===== config.mk =====
export PLATFORM = sky130hd
export DESIGN_NAME = gpd_top
export DESIGN_NICKNAME = d
export VERILOG_FILES = /design/src/core/gpd_pkg.sv /design/src/core/gpd_top.sv /design/src/core/gpd_pin_cell.sv
export SDC_FILE = /design/constraint.sdc
export NUM_CORES = 1
export LEC_CHECK = 0
export ABC_CLOCK_PERIOD_IN_PS = 1530
export BUFFER_PORTS_ARGS = -buffer_cell sky130_fd_sc_hd__buf_2
export CAP_MARGIN = 20
export CORE_MARGIN = 5
export CORE_UTILIZATION = 40
export CTS_CLUSTER_DIAMETER = 60
export DETAILED_ROUTE_END_ITERATION = 7
export PLACE_DENSITY = 0.7
export SYNTH_ARGS = -nofsm -noshare
export SYNTH_HDL_FRONTEND = slang
export SYNTH_SLANG_ARGS = --single-unit

===== constraint.sdc =====
create_clock -name pclk -period 1.53 [get_ports pclk]
set_input_delay 0.0765 -clock pclk [delete_from_list [all_inputs] [get_ports pclk]]
set_output_delay 0.0765 -clock pclk [all_outputs]
set_load 0.03 [all_outputs]

===== src/core/gpd_pkg.sv =====
// Overview of operation
// (RULE1) Pin 8 event polarity bit, reset high
// (RULE2) Per-pin driver type: 0 open-drain, 1 push-pull
// (RULE3) Open-drain output drives low on zero only
// (RULE4) Open-drain active-low event: low during event
// (RULE5) Per-pin direction bits, 1 output, reset zero
// (RULE6) Output pins show last written data bit
// (RULE7) Data read: inputs live, outputs written value
// (RULE8) Pins 11-10, 7-0 direction from bits only
// (RULE9) Pins 9-8 direction from bits and event enables
// (RULE10) Event enable forces output, keeps driver type
// (RULE11) Pin 9 event polarity bit, reset high
// (RULE12) Open-drain active-high event: released during event
package gpd_pkg;
    localparam int          PIN_COUNT    = 12;           // Number of pins
    localparam logic [11:0] OFS_CFG      = 12'h1E0;      // Configuration word
    localparam logic [11:0] OFS_DATA_DIR = 12'h1E4;      // Data and direction
    // Configuration field positions
    localparam int          CFG_OE_LSB   = 14;           // Event enables 15:14
    localparam int          CFG_POL9     = 13;           // Pin 9 polarity
    localparam int          CFG_POL8     = 12;           // Pin 8 polarity
    localparam int          CFG_TYPE_LSB = 0;            // Driver type 11:0
    // Data and direction field positions
    localparam int          DD_DIR_LSB   = 16;           // Direction 27:16
    localparam int          DD_DATA_LSB  = 0;            // Data 11:0
    // Reset values
    localparam logic [11:0] RST_TYPE     = 12'h000;      // All open-drain
    localparam logic [11:0] RST_DIR      = 12'h000;      // All inputs
    localparam logic [11:0] RST_DATA     = 12'h000;      // All zero
    localparam logic [1:0]  RST_OE       = 2'h0;         // Events off
    localparam logic        RST_POL      = 1'b1;         // Active high
    localparam logic [31:0] RD_ZERO      = 32'h0000_0000; // Unmapped read
endpackage : gpd_pkg


===== src/core/gpd_top.sv =====
`timescale 1ns/100ps
// Twelve-pin general purpose port with APB access
module gpd_top #(
    parameter int NPINS = gpd_pkg::PIN_COUNT  // Pin count
) (
    input  wire logic             pclk,      // APB clock 10 MHz
    input  wire logic             presetn,   // Async reset, low
    input  wire logic             psel,      // Slave select
    input  wire logic             penable,   // Access phase
    input  wire logic             pwrite,    // Write direction
    input  wire logic [11:0]      paddr,     // Byte address
    input  wire logic [31:0]      pwdata,    // Write data
    input  wire logic [3:0]       pstrb,     // Byte strobes
    output logic                  pready,    // Transfer done
    output logic [31:0]           prdata,    // Read data
    output logic                  pslverr,   // Error response
    input  wire logic [1:0]       ev_in,     // Compare events 9:8
    input  wire logic [NPINS-1:0] pin_i,     // Pin levels
    output logic [NPINS-1:0]      pin_o,     // Pin drive level
    output logic [NPINS-1:0]      pin_oe_n   // Pin enable, low drives
);
    // Registers
    logic [NPINS-1:0] type_q;     // Driver types
    logic [NPINS-1:0] dir_q;      // Direction bits
    logic [NPINS-1:0] data_q;     // Written data
    logic [1:0]       oe_q;       // Event output enables
    logic             pol8_q;     // Pin 8 event polarity
    logic             pol9_q;     // Pin 9 event polarity
    logic             pready_q;   // Answer flag
    logic [31:0]      prdata_q;   // Read data hold
    logic             pslverr_q;  // Error hold
    logic [NPINS-1:0] pin_o_q;    // Registered pin level
    logic [NPINS-1:0] pin_oe_n_q; // Registered enable

    // Decode
    wire logic        setup     = psel & ~penable;
    wire logic        hit_cfg   = paddr == gpd_pkg::OFS_CFG;
    wire logic        hit_dd    = paddr == gpd_pkg::OFS_DATA_DIR;
    wire logic        unmapped  = ~(hit_cfg | hit_dd);
    wire logic        done      = psel & penable & pready_q;
    wire logic        wr_cfg    = done & pwrite & hit_cfg;
    wire logic        wr_dd     = done & pwrite & hit_dd;

    // Merge a byte-strobed write into a stored word
    function automatic logic [31:0] merge(input logic [31:0] old,
                                          input logic [31:0] nw,
                                          input logic [3:0]  st);
        logic [31:0] r;
        r = old;
        for (int b = 0; b < 4; b++) begin
            if (st[b]) begin
                r[b*8 +: 8] = nw[b*8 +: 8];
            end
        end
        return r;
    endfunction : merge

    // Current register images
    wire logic [31:0] cfg_img = {16'h0000, oe_q, pol9_q, pol8_q,
                                 type_q};
    wire logic [31:0] dd_raw  = {4'h0, dir_q, 4'h0, data_q};
    wire logic [31:0] cfg_new = merge(cfg_img, pwdata, pstrb);
    wire logic [31:0] dd_new  = merge(dd_raw, pwdata, pstrb);

    // Effective direction per pin
    logic [NPINS-1:0] dir_eff;    // Pin is an output
    logic [NPINS-1:0] is_ev;      // Pin carries events
    always_comb begin
        // (RULE8) Direction bits alone by default
        dir_eff = dir_q;
        is_ev   = '0;
        // (RULE9) Event enables join pins 9-8
        is_ev[8]   = oe_q[0];
        is_ev[9]   = oe_q[1];
        // (RULE10) Enable overrides direction bit
        dir_eff[8] = dir_q[8] | oe_q[0];
        dir_eff[9] = dir_q[9] | oe_q[1];
    end

    // (RULE7) Inputs live, outputs written value
    wire logic [NPINS-1:0] data_rd = (pin_i & ~dir_eff) |
                                     (data_q & dir_eff);
    wire logic [31:0] dd_img = {4'h0, dir_q, 4'h0, data_rd};
    wire logic [31:0] rd_mux = hit_cfg ? cfg_img :
                               hit_dd  ? dd_img  : gpd_pkg::RD_ZERO;

    // Per-pin drivers
    logic [NPINS-1:0] cell_val;   // Combinational pin level
    logic [NPINS-1:0] cell_oe_n;  // Combinational enable
    for (genvar i = 0; i < NPINS; i++) begin : g_pin
        gpd_pin_cell u_cell (
            .is_event (is_ev[i]),
            .ev_level ((i == 8) ? ev_in[0] : (i == 9) ? ev_in[1] : 1'b0),
            .ev_pol   ((i == 8) ? pol8_q : pol9_q),
            .dir_out  (dir_eff[i]),
            .push_pull(type_q[i]),
            .data_bit (data_q[i]),
            .pin_val  (cell_val[i]),
            .pin_oe_n (cell_oe_n[i])
        );
    end

    // Configuration register (RULE1 RULE2 RULE11)
    always_ff @(posedge pclk or negedge presetn) begin
        if (!presetn) begin
            type_q <= gpd_pkg::RST_TYPE;
            oe_q   <= gpd_pkg::RST_OE;
            pol8_q <= gpd_pkg::RST_POL;
            pol9_q <= gpd_pkg::RST_POL;
        end else if (wr_cfg) begin
            type_q <= cfg_new[gpd_pkg::CFG_TYPE_LSB +: NPINS];
            oe_q   <= cfg_new[gpd_pkg::CFG_OE_LSB +: 2];
            pol8_q <= cfg_new[gpd_pkg::CFG_POL8];
            pol9_q <= cfg_new[gpd_pkg::CFG_POL9];
        end
    end

    // Data and direction register (RULE5 RULE6)
    always_ff @(posedge pclk or negedge presetn) begin
        if (!presetn) begin
            dir_q  <= gpd_pkg::RST_DIR;
            data_q <= gpd_pkg::RST_DATA;
        end else if (wr_dd) begin
            dir_q  <= dd_new[gpd_pkg::DD_DIR_LSB +: NPINS];
            data_q <= dd_new[gpd_pkg::DD_DATA_LSB +: NPINS];
        end
    end

    // APB answer: no wait state, ready in first access cycle
    always_ff @(posedge pclk or negedge presetn) begin
        if (!presetn) begin
            pready_q  <= 1'b0;
            prdata_q  <= gpd_pkg::RD_ZERO;
            pslverr_q <= 1'b0;
        end else begin
            pready_q  <= setup;
            if (setup) begin
                prdata_q  <= pwrite ? gpd_pkg::RD_ZERO : rd_mux;
                pslverr_q <= unmapped;
            end else begin
                prdata_q  <= gpd_pkg::RD_ZERO;
                pslverr_q <= 1'b0;
            end
        end
    end

    // Pin outputs registered; idle released
    always_ff @(posedge pclk or negedge presetn) begin
        if (!presetn) begin
            pin_o_q    <= '0;
            pin_oe_n_q <= '1;
        end else begin
            pin_o_q    <= cell_val;
            pin_oe_n_q <= cell_oe_n;
        end
    end

    assign pready   = pready_q;
    assign prdata   = prdata_q;
    assign pslverr  = pslverr_q;
    assign pin_o    = pin_o_q;
    assign pin_oe_n = pin_oe_n_q;
endmodule : gpd_top


===== src/core/gpd_pin_cell.sv =====
`timescale 1ns/100ps
// One pin driver: chooses source, level and enable
module gpd_pin_cell (
    input  wire logic is_event,    // Pin carries compare events
    input  wire logic ev_level,    // Event active now
    input  wire logic ev_pol,      // 1 active high, 0 active low
    input  wire logic dir_out,     // Effective direction output
    input  wire logic push_pull,   // Driver type
    input  wire logic data_bit,    // Written data value
    output logic      pin_val,     // Level to drive
    output logic      pin_oe_n     // Low while driving
);
    wire logic ev_pin;             // Event level at pin polarity
    wire logic src;                // Selected output level
    // Event level shaped by polarity (RULE1, RULE11)
    assign ev_pin = ev_pol ? ev_level : ~ev_level;
    // (RULE6) Data or event source
    assign src = is_event ? ev_pin : data_bit;
    // (RULE3) Open-drain drives only zeros; RULE4 RULE12 follow
    assign pin_val  = push_pull ? src : 1'b0;
    // (RULE10) Driver type kept for events
    assign pin_oe_n = ~(dir_out & (push_pull | ~src));
endmodule : gpd_pin_cell


* Word level (Yosys, flattened, before mapping)
Cells that the tools add are included.
** Word-level totals
- Bits in registers :: 98
- Input port bits :: 67
- Output and inout port bits :: 58
- Logic and storage cells :: 108
** Cells by class
- Equal/unequal tests :: 2
- Multiplexer cells :: 21
- Bitwise operators :: 65
- Reductions and logical operators :: 6
** Operator list (count)
- 28-bit two-way mux :: 4
- 1-bit NOT :: 28
- 12-bit bitwise AND :: 2
- 12-bit by 9-bit equality test with 1-bit output (second input constant) :: 2
- 1-bit bitwise AND :: 18
- 1-bit two-way mux :: 17
- 1-bit bitwise OR :: 15
- 12-bit NOT :: 1
- 12-bit bitwise OR :: 1
- 2-bit AND reduction :: 6

* Longest topological paths before layout
Gate-level depths: netlist of the first run.
- Word-level depth :: 8
- Mapped depth :: 6
- Gate-level depth less buffers :: 4

* By module
Synthesis of the first run repeated with hierarchy kept, for this count alone.
** Second synthesis, totals
- Cells, all modules :: 290
- Area, all modules :: 3945.0 µm²
** By module, submodules not included
- gpd_top :: times used 1, cells each 206, area an instance 3389.5 µm², seq. area each 2369.8 µm²
- gpd_pin_cell :: times used 12, cells each 7, area an instance 46.3 µm², seq. area each 0.0 µm²

* Worst setup path before layout of the first run
No wires, ideal clock.
- Path type :: in2reg
- Start point :: input port paddr[3]
- End point :: register oe_q[0]
- Library setup time :: 0.125 ns
- Data arrival time :: 1.562 ns
- Required time :: 1.405 ns
- Setup slack :: -0.157 ns
- Cell stages on the path :: 6
- Buffers on the path :: 2
- Cells stage by stage :: or4_4 nor4_4 buf_6 and3_4 buf_12 mux2_4
** Between the ends
- Cells in the longest elaborated chain, start to end :: 3
** Ends and longest elaborated chain
- start: declaration :: line gpd_top.sv:11 : input wire logic [11:0] paddr,
- 12-bit by 9-bit equality test with 1-bit output :: line gpd_top.sv:37 : wire logic hit_cfg = paddr == gpd_pkg::OFS_CFG;
- 1-bit bitwise AND :: line gpd_top.sv:41 : wire logic wr_cfg = done & pwrite & hit_cfg;
- 2-bit AND reduction (no source line)
- end signal: assignment :: line gpd_top.sv:107 : oe_q <= gpd_pkg::RST_OE;
- end signal: assignment :: line gpd_top.sv:112 : oe_q <= cfg_new[gpd_pkg::CFG_OE_LSB +: 2];
- end: declaration :: line gpd_top.sv:26 : logic [1:0] oe_q;
No other way between the ends.
A chain may end at the register's enable or synchronous reset.

* Worst setup path after layout of the first run
- Start point :: register pready_q (netlist: pready)
- End point :: register type_q[5]
** Between the ends
- Cells in the longest elaborated chain, start to end :: 4
** Ends and longest elaborated chain
- start: declaration :: line gpd_top.sv:29 : logic pready_q;
- start signal: assignment :: line gpd_top.sv:136 : pready_q <= setup;
- 1-bit bitwise AND :: line gpd_top.sv:40 : wire logic done = psel & penable & pready_q;
- 1-bit bitwise AND (2 in series) :: line gpd_top.sv:41
- 2-bit AND reduction (no source line)
- end signal: assignment :: line gpd_top.sv:106 : type_q <= gpd_pkg::RST_TYPE;
- end signal: assignment :: line gpd_top.sv:111 : type_q <= cfg_new[gpd_pkg::CFG_TYPE_LSB +: NPINS];
- end: declaration :: line gpd_top.sv:23 : logic [NPINS-1:0] type_q;
No other way between the ends.

==> impl_results.md, run 1 <==
* Fill count at 760
* Clock buffer count from CTS at 9
* Die Footprint at 0.0115 sq mm
* Drt wl/cell at 15.1 um
* Status: finished, final reports clean
* CP startpoint kind: flip-flop
* Sequential area share after synthesis at 62.5%
* Largest net degree at the start of global routing at 34
* Worst R2R Start: pready$_DFF_PN0_
* Area of the multi-input gates at 0.00128 sq mm
* Post-route DRC at 0
* Row cnt at 35
* Post-synth EDFFs at 0
* Critical path startpoint: pready$_DFF_PN0_
* Nets@finish at 484
* Net Sw Power at 0.990 mW
* CP max FO at 8
* ANT nets after route at 0
* Clock Sinks at 94
* P&R area growth vs syn at 34.5%
* Final min period at 1.47 ns
* Int Power at 3.60 mW
* Peak Freq at 679 MHz
* CTS clk-pin slew, worst paths at 0.10 ns
* Pwr dens at 900 mW/mm^2
* Placer Congestion at 0.780
* Slew Limit Fails at 0
* Post-CTS Repair Setup Buffers at 0
* Final hold vios at 0
* Post-Syn Area at 0.00379 sq mm
* Die height at 107 um
* Mean Syn Cell Area at 14.9 sq um
* Largest stage delay, worst path at 0.34 ns
* Worst reg-to-reg setup slack at 0.06 ns
* Hpwl dp at 6.23 mm
* Die width at 107 um
* Share of layout cells above drive strength 1 at 46.2%
* Worst VDD drop at 379 uV
* Via count at 2478
* Final core occ at 55.2%
* Crit-path cells: nand4_1 -> nor2_2 -> and3_4 -> mux2_4
* Seq pwr share at 54.2%
* CP arrival at 1.70 ns
* Pwr Total at 4.59 mW
* Worst setup EP type: flip-flop
* Flops & latches, synth at 94
* Clock Latency Late Sink at 0.35 ns
* Antenna violations before repair at 0
* Clk_skew at 0.0111 ns
* First-pass GRT wire length at 13.6 mm
* Fin crit share at 96.2%
* Core area at 0.00924 sq mm
* DR iter-0 viols at 55
* Clock share of power at 39.9%
* Comb pwr share at 5.9%
* Sw Ratio at 21.6%
* LEAKAGE at 2.56 nW
* FF+latch area at 0.00237 sq mm
* Final setup violation count at 0
* Drt total wl at 8.32 mm
* Post-synth top flop: dfrtp_1
* Max_cap viols at 0
* GRT Total Usage at 15.3%
* CP endpoint: type_q[5]$_DFFE_PN0P_
* Pre-antenna DRT Iters at 4
* GR Overflow Total at 0
* Req. time, crit path at 1.76 ns
* Slowest-stage cell, CP: dfrtp_1
* Vias in the first global route at 2634
* Inserted Diodes at 0
* Critical path class: flip-flop to flip-flop
* Starting Density at 41.0%
* Cell count of the worst reg-to-reg path at 4
* CTS tree: done
* Clock Path Buffers at 2
* RSZ-0062 raised after global routing: yes
* FF-to-FF End: type_q[5]$_DFFE_PN0P_
* CTS H-tree lvls at 3
* Cells after synthesis at 255
* Async set or reset register ratio after synthesis at 100%
* Ys Warns at 0
* Vias per cell at 4.50
* Synth unique cells at 31
* IO buf count at 116
* Clock root buffer: clkbuf_8
* # IOs at 125
* Hold crit path type: input pin to flip-flop
[layout make-up]
class / count / share of cell area, %
sequential: 94 / 46.5
tap: 129 / 3.17
inverter: 14 / 1.03
multi-input combinational: 140 / 25.2
clock buffer: 10 / 2.70
timing repair buffer: 158 / 19.6
clock inverter: 6 / 1.84
[through the flow]
step,hold slack (ns),cell area (sq um),worst slack (ns),setup TNS [ns],cells
after floorplan,-0.219,3800,-0.157,-2.64,258
after global placement,0.0449,4570,-0.253,-13.01,506
after detailed placement,0.0471,4570,-0.328,-17.09,506
after CTS,0.00220,5090,0.00301,0,551
after global routing,0.00606,5100,-0.00258,-0.00258,551
final,0.0168,5100,0.0576,0,551
[layout by cell type (no fill, tap or decap), types with 2 or more instances in the layout]
cell type and count:
a21oi_1 2, and2_1 26, and3_4 2, buf_12 2, buf_2 115, buf_4 11
bufinv_16 2, clkbuf_8 10, clkinv_4 2, conb_1 4, dfrtp_1 80, dfstp_2 14
dlygate4sd3_1 29, inv_1 14, mux2_1 16, mux2_2 8, mux2_4 16, mux2i_1 14
nand2b_1 4, nand3_2 2, nand3_4 2, nand4b_1 2, nor2_1 5, nor2b_1 2
nor4b_4 2, o21ai_0 12, o2bb2ai_1 11, xnor2_1 2
[cell families after synthesis]
family	Yosys count	share of synthesized area (%)
compound gates	26	4.59
xor+xnor	2	0.462
buf+inv	24	4.16
flops	94	62.5
mux	54	17.2
other cells	1	0.0989
simple gates	54	11.0
[power by group through the flow]
stage	Clock, mW	Combinational, mW	Sequential, mW
after floorplan	0	0.0495	2.54
after global placement	0	0.212	2.54
after detailed placement	0	0.217	2.54
after CTS	1.88	0.275	2.49
after global routing	2.01	0.302	2.49
final	1.83	0.270	2.49
[metal layers]
metal,track usage [%],share of wire [%],vias up
li1,-,-,1194
met1,20.3,43,1193
met2,24.6,49,82
met3,3.78,6.8,9
met4,5.32,0.89,0
met5,0,0,-
[flip-flops by register name (all words and copies together) (netlist names)]
name      flops
prdata       28
oe_q          2
pin_o        12
pslverr       1
dir_q        12
type_q       12
data_q       12
pol8_q        1
pin_oe_n     12
pready        1
pol9_q        1
[worst max-delay path, delay by kind of cell, from the launching register on]
family | cells | cell delay (ns)
flip-flops | 1 | 0.34
AND/OR/NAND/NOR | 3 | 0.70
multiplexers | 1 | 0.32
[synthesized netlist by cell type, types with 4 or more instances]
cell type,instances,area share (%)
nand2b_1,4,0.66
and2_1,26,4.3
nor2_1,7,0.69
buf_4,5,0.99
dfrtp_1,80,53
o21ai_0,12,1.6
dfstp_2,14,9.7
o2bb2ai_1,11,2.5
mux2_1,16,4.8
mux2_4,16,6.3
mux2i_1,14,3.7
inv_1,14,1.4
mux2_2,8,2.4
[what timing repair did]
item	CTS	global route
endpoints found under the setup margin	0	18
hold buffers	29	0
resized for setup	0	3
endpoints found under the hold margin	71	0
[worst min path at each step]
stage               startpoint                    end  cells past startpoint
floorplan              presetn  data_q[0]$_DFFE_PN0P_                      0
global placement       presetn     pin_o[3]$_DFF_PN0_                      1
detailed placement     presetn   prdata[19]$_DFF_PN0_                      1
CTS                   pin_i[7]    prdata[7]$_DFF_PN0_                      3
global route          pin_i[7]    prdata[7]$_DFF_PN0_                      3
finish                pin_i[7]    prdata[7]$_DFF_PN0_                      3
Power figures use the tool's default switching activity.
==> run 2, diff against run 1 <==
--- a/config.mk
+++ b/config.mk
@@ -5,14 +5,14 @@
 export SDC_FILE = /design/constraint.sdc
 export NUM_CORES = 1
 export LEC_CHECK = 0
-export ABC_CLOCK_PERIOD_IN_PS = 1530
+export ABC_CLOCK_PERIOD_IN_PS = 1890
 export BUFFER_PORTS_ARGS = -buffer_cell sky130_fd_sc_hd__buf_2
 export CAP_MARGIN = 20
 export CORE_MARGIN = 5
 export CORE_UTILIZATION = 40
 export CTS_CLUSTER_DIAMETER = 60
 export DETAILED_ROUTE_END_ITERATION = 7
-export PLACE_DENSITY = 0.7
+export PLACE_DENSITY = 0.68
 export SYNTH_ARGS = -nofsm -noshare
 export SYNTH_HDL_FRONTEND = slang
 export SYNTH_SLANG_ARGS = --single-unit
==> constraint.sdc (replaced) <==
create_clock -name pclk -period 1.89 [get_ports pclk]
set_input_delay 0.0945 -clock pclk [delete_from_list [all_inputs] [get_ports pclk]]
set_output_delay 0.0945 -clock pclk [all_outputs]
set_load 0.03 [all_outputs]
==> impl_results.md, run 2 (same netlist as run 1, synthesis figures left out) <==
* Sw Ratio at 24.6%
* Clock Sinks at 94
* Die Footprint at 0.0115 sq mm
* Hold Worst Slack at 0.0245 ns
* Req. time, crit path at 2.13 ns
* First-pass GRT wire length at 13.3 mm
* Critical path class: input pin to flip-flop
* Final TNS setup at 0 ns
* Seq pwr share at 57.8%
* CTS H-tree lvls at 3
* IO buf count at 116
* RSZ-0062 raised after global routing: no
* Fill count at 770
* Final setup violation count at 0
* Largest stage delay, worst path at 0.53 ns
* Hold crit path type: input pin to flip-flop
* Drt wl/cell at 15.1 um
* Starting Density at 41.0%
* Top delay family on crit path: simple AND/OR/NAND/NOR gates
* ANT nets after route at 0
* Largest net degree at the start of global routing at 44
* Slew Limit Fails at 0
* Clk_skew at 0.00811 ns
* Vias in the first global route at 2745
* Worst reg-to-reg setup slack at 0.47 ns
* Status: finished, final reports clean
* # IOs at 125
* CTS clk-pin slew, worst paths at 0.09 ns
* Final min period at 1.46 ns
* Comb pwr share at 6.0%
* Drt total wl at 8.28 mm
* Pwr dens at 696 mW/mm^2
* Post-route DRC at 0
* Crit-path cells: buf_2 -> or4_4 -> nor4_4 -> buf_4 -> buf_4 -> nand3_4 -> mux2_1
* CP arrival at 1.70 ns
* Clock buffer count from CTS at 9
* Die width at 107 um
* CP max FO at 8
* LEAKAGE at 2.52 nW
* Fin crit share at 77.1%
* CP startpoint kind: input pin
* Slowest-stage cell, CP: or4_4
* Commonest non-fill, non-tap cell in the layout: buf_2
* Worst VDD drop at 366 uV
* FF+latch area at 0.00237 sq mm
* Nets@finish at 481
* Pre-antenna DRT Iters at 4
* CTS tree: done
* Row cnt at 35
* Vias per cell at 4.52
* GR Overflow Total at 0
* Worst setup EP type: flip-flop
* Clock Latency Late Sink at 0.35 ns
* GRT Total Usage at 15.2%
* DR iter-0 viols at 36
* Max_cap viols at 0
* Peak Freq at 687 MHz
* Antenna violations before repair at 0
* Crit path top cell by count: buf_4
* Die height at 107 um
* Crit path buffers/inverters at 3
* Int Power at 2.63 mW
* Clock Path Buffers at 2
* P&R area growth vs syn at 32.1%
* Via count at 2477
* Share of layout cells above drive strength 1 at 45.3%
* Core area at 0.00924 sq mm
* Area of the multi-input gates at 0.00127 sq mm
* Hpwl dp at 5.92 mm
* Net Sw Power at 0.856 mW
* Most frequent cells in the layout: buf_2, dfrtp_1, dlygate4sd3_1
* Max FFs per register at 28
* Clock root buffer: clkbuf_8
* Clock share of power at 36.1%
* Inserted Diodes at 0
* Final hold vios at 0
* Placer Congestion at 0.768
## run 2: worst paths after layout
kind,start,depth (start not counted),endpoint
max in group asynchronous,presetn,3,pin_oe_n[8]$_DFF_PN1_
min,pwrite,2,prdata[4]$_DFF_PN0_
max,paddr[3],7,data_q[7]$_DFFE_PN0P_
max reg2reg,pready$_DFF_PN0_,4,type_q[9]$_DFFE_PN0P_
min in group asynchronous,presetn,2,type_q[3]$_DFFE_PN0P_
min reg2reg,type_q[7]$_DFFE_PN0P_,1,pin_oe_n[7]$_DFF_PN1_
## run 2: worst reg2reg max path: stages, from the launching register on
cell and delay, ns:
dfrtp_1 0.34, nand4_1 0.12, nor2_1 0.18, and3_4 0.34, mux2_4 0.33
## run 2: power by group through the flow
stage | clock, mW | combinational (mW) | sequential (mW)
CTS | 1.31 | 0.214 | 2.01
global route | 1.41 | 0.235 | 2.02
detailed placement | 0 | 0.167 | 2.05
finish | 1.26 | 0.210 | 2.01
global placement | 0 | 0.163 | 2.05
floorplan | 0 | 0.0398 | 2.06
## run 2: layout make-up
| type | count | area share, % |
|---|---|---|
| Clock buffer | 9 | 2.47 |
| Clock inverter | 7 | 1.27 |
| Inverter | 14 | 1.05 |
| Multi-Input combinational cell | 140 | 25.4 |
| Sequential cell | 94 | 47.3 |
| Tap cell | 129 | 3.22 |
| Timing Repair Buffer | 155 | 19.2 |
## run 2: per-stage QoR
step,utilization (%),worst slack [ns],std cells,cell area [sq um],power [mW]
2_1_floorplan,-,0.185,258,3800,2.10
3_3_place_gp,49.0,0.0763,503,4530,2.22
3_5_place_dp,49.0,0.0514,503,4530,2.22
4_1_cts,54.2,0.442,548,5010,3.54
5_1_grt,54.2,0.383,548,5010,3.66
6_report,54.2,0.434,548,5010,3.48
## run 2: what timing repair did
item | 4_1_cts | 5_1_grt
gates resized for setup | 0 | 0
hold endpoints to repair | 67 | 0
buffers inserted | 0 | 0
hold buffers | 29 | 0
## run 2: per-layer routing
metal	vias to the layer above	routed length [um]	track usage, %	share of wire, %
met5	-	0	0	0
met4	0	114	5.77	1.4
met3	13	561	4.26	6.8
met2	82	4060	25.7	49
met1	1195	3540	18.3	43
li1	1187	-	-	-
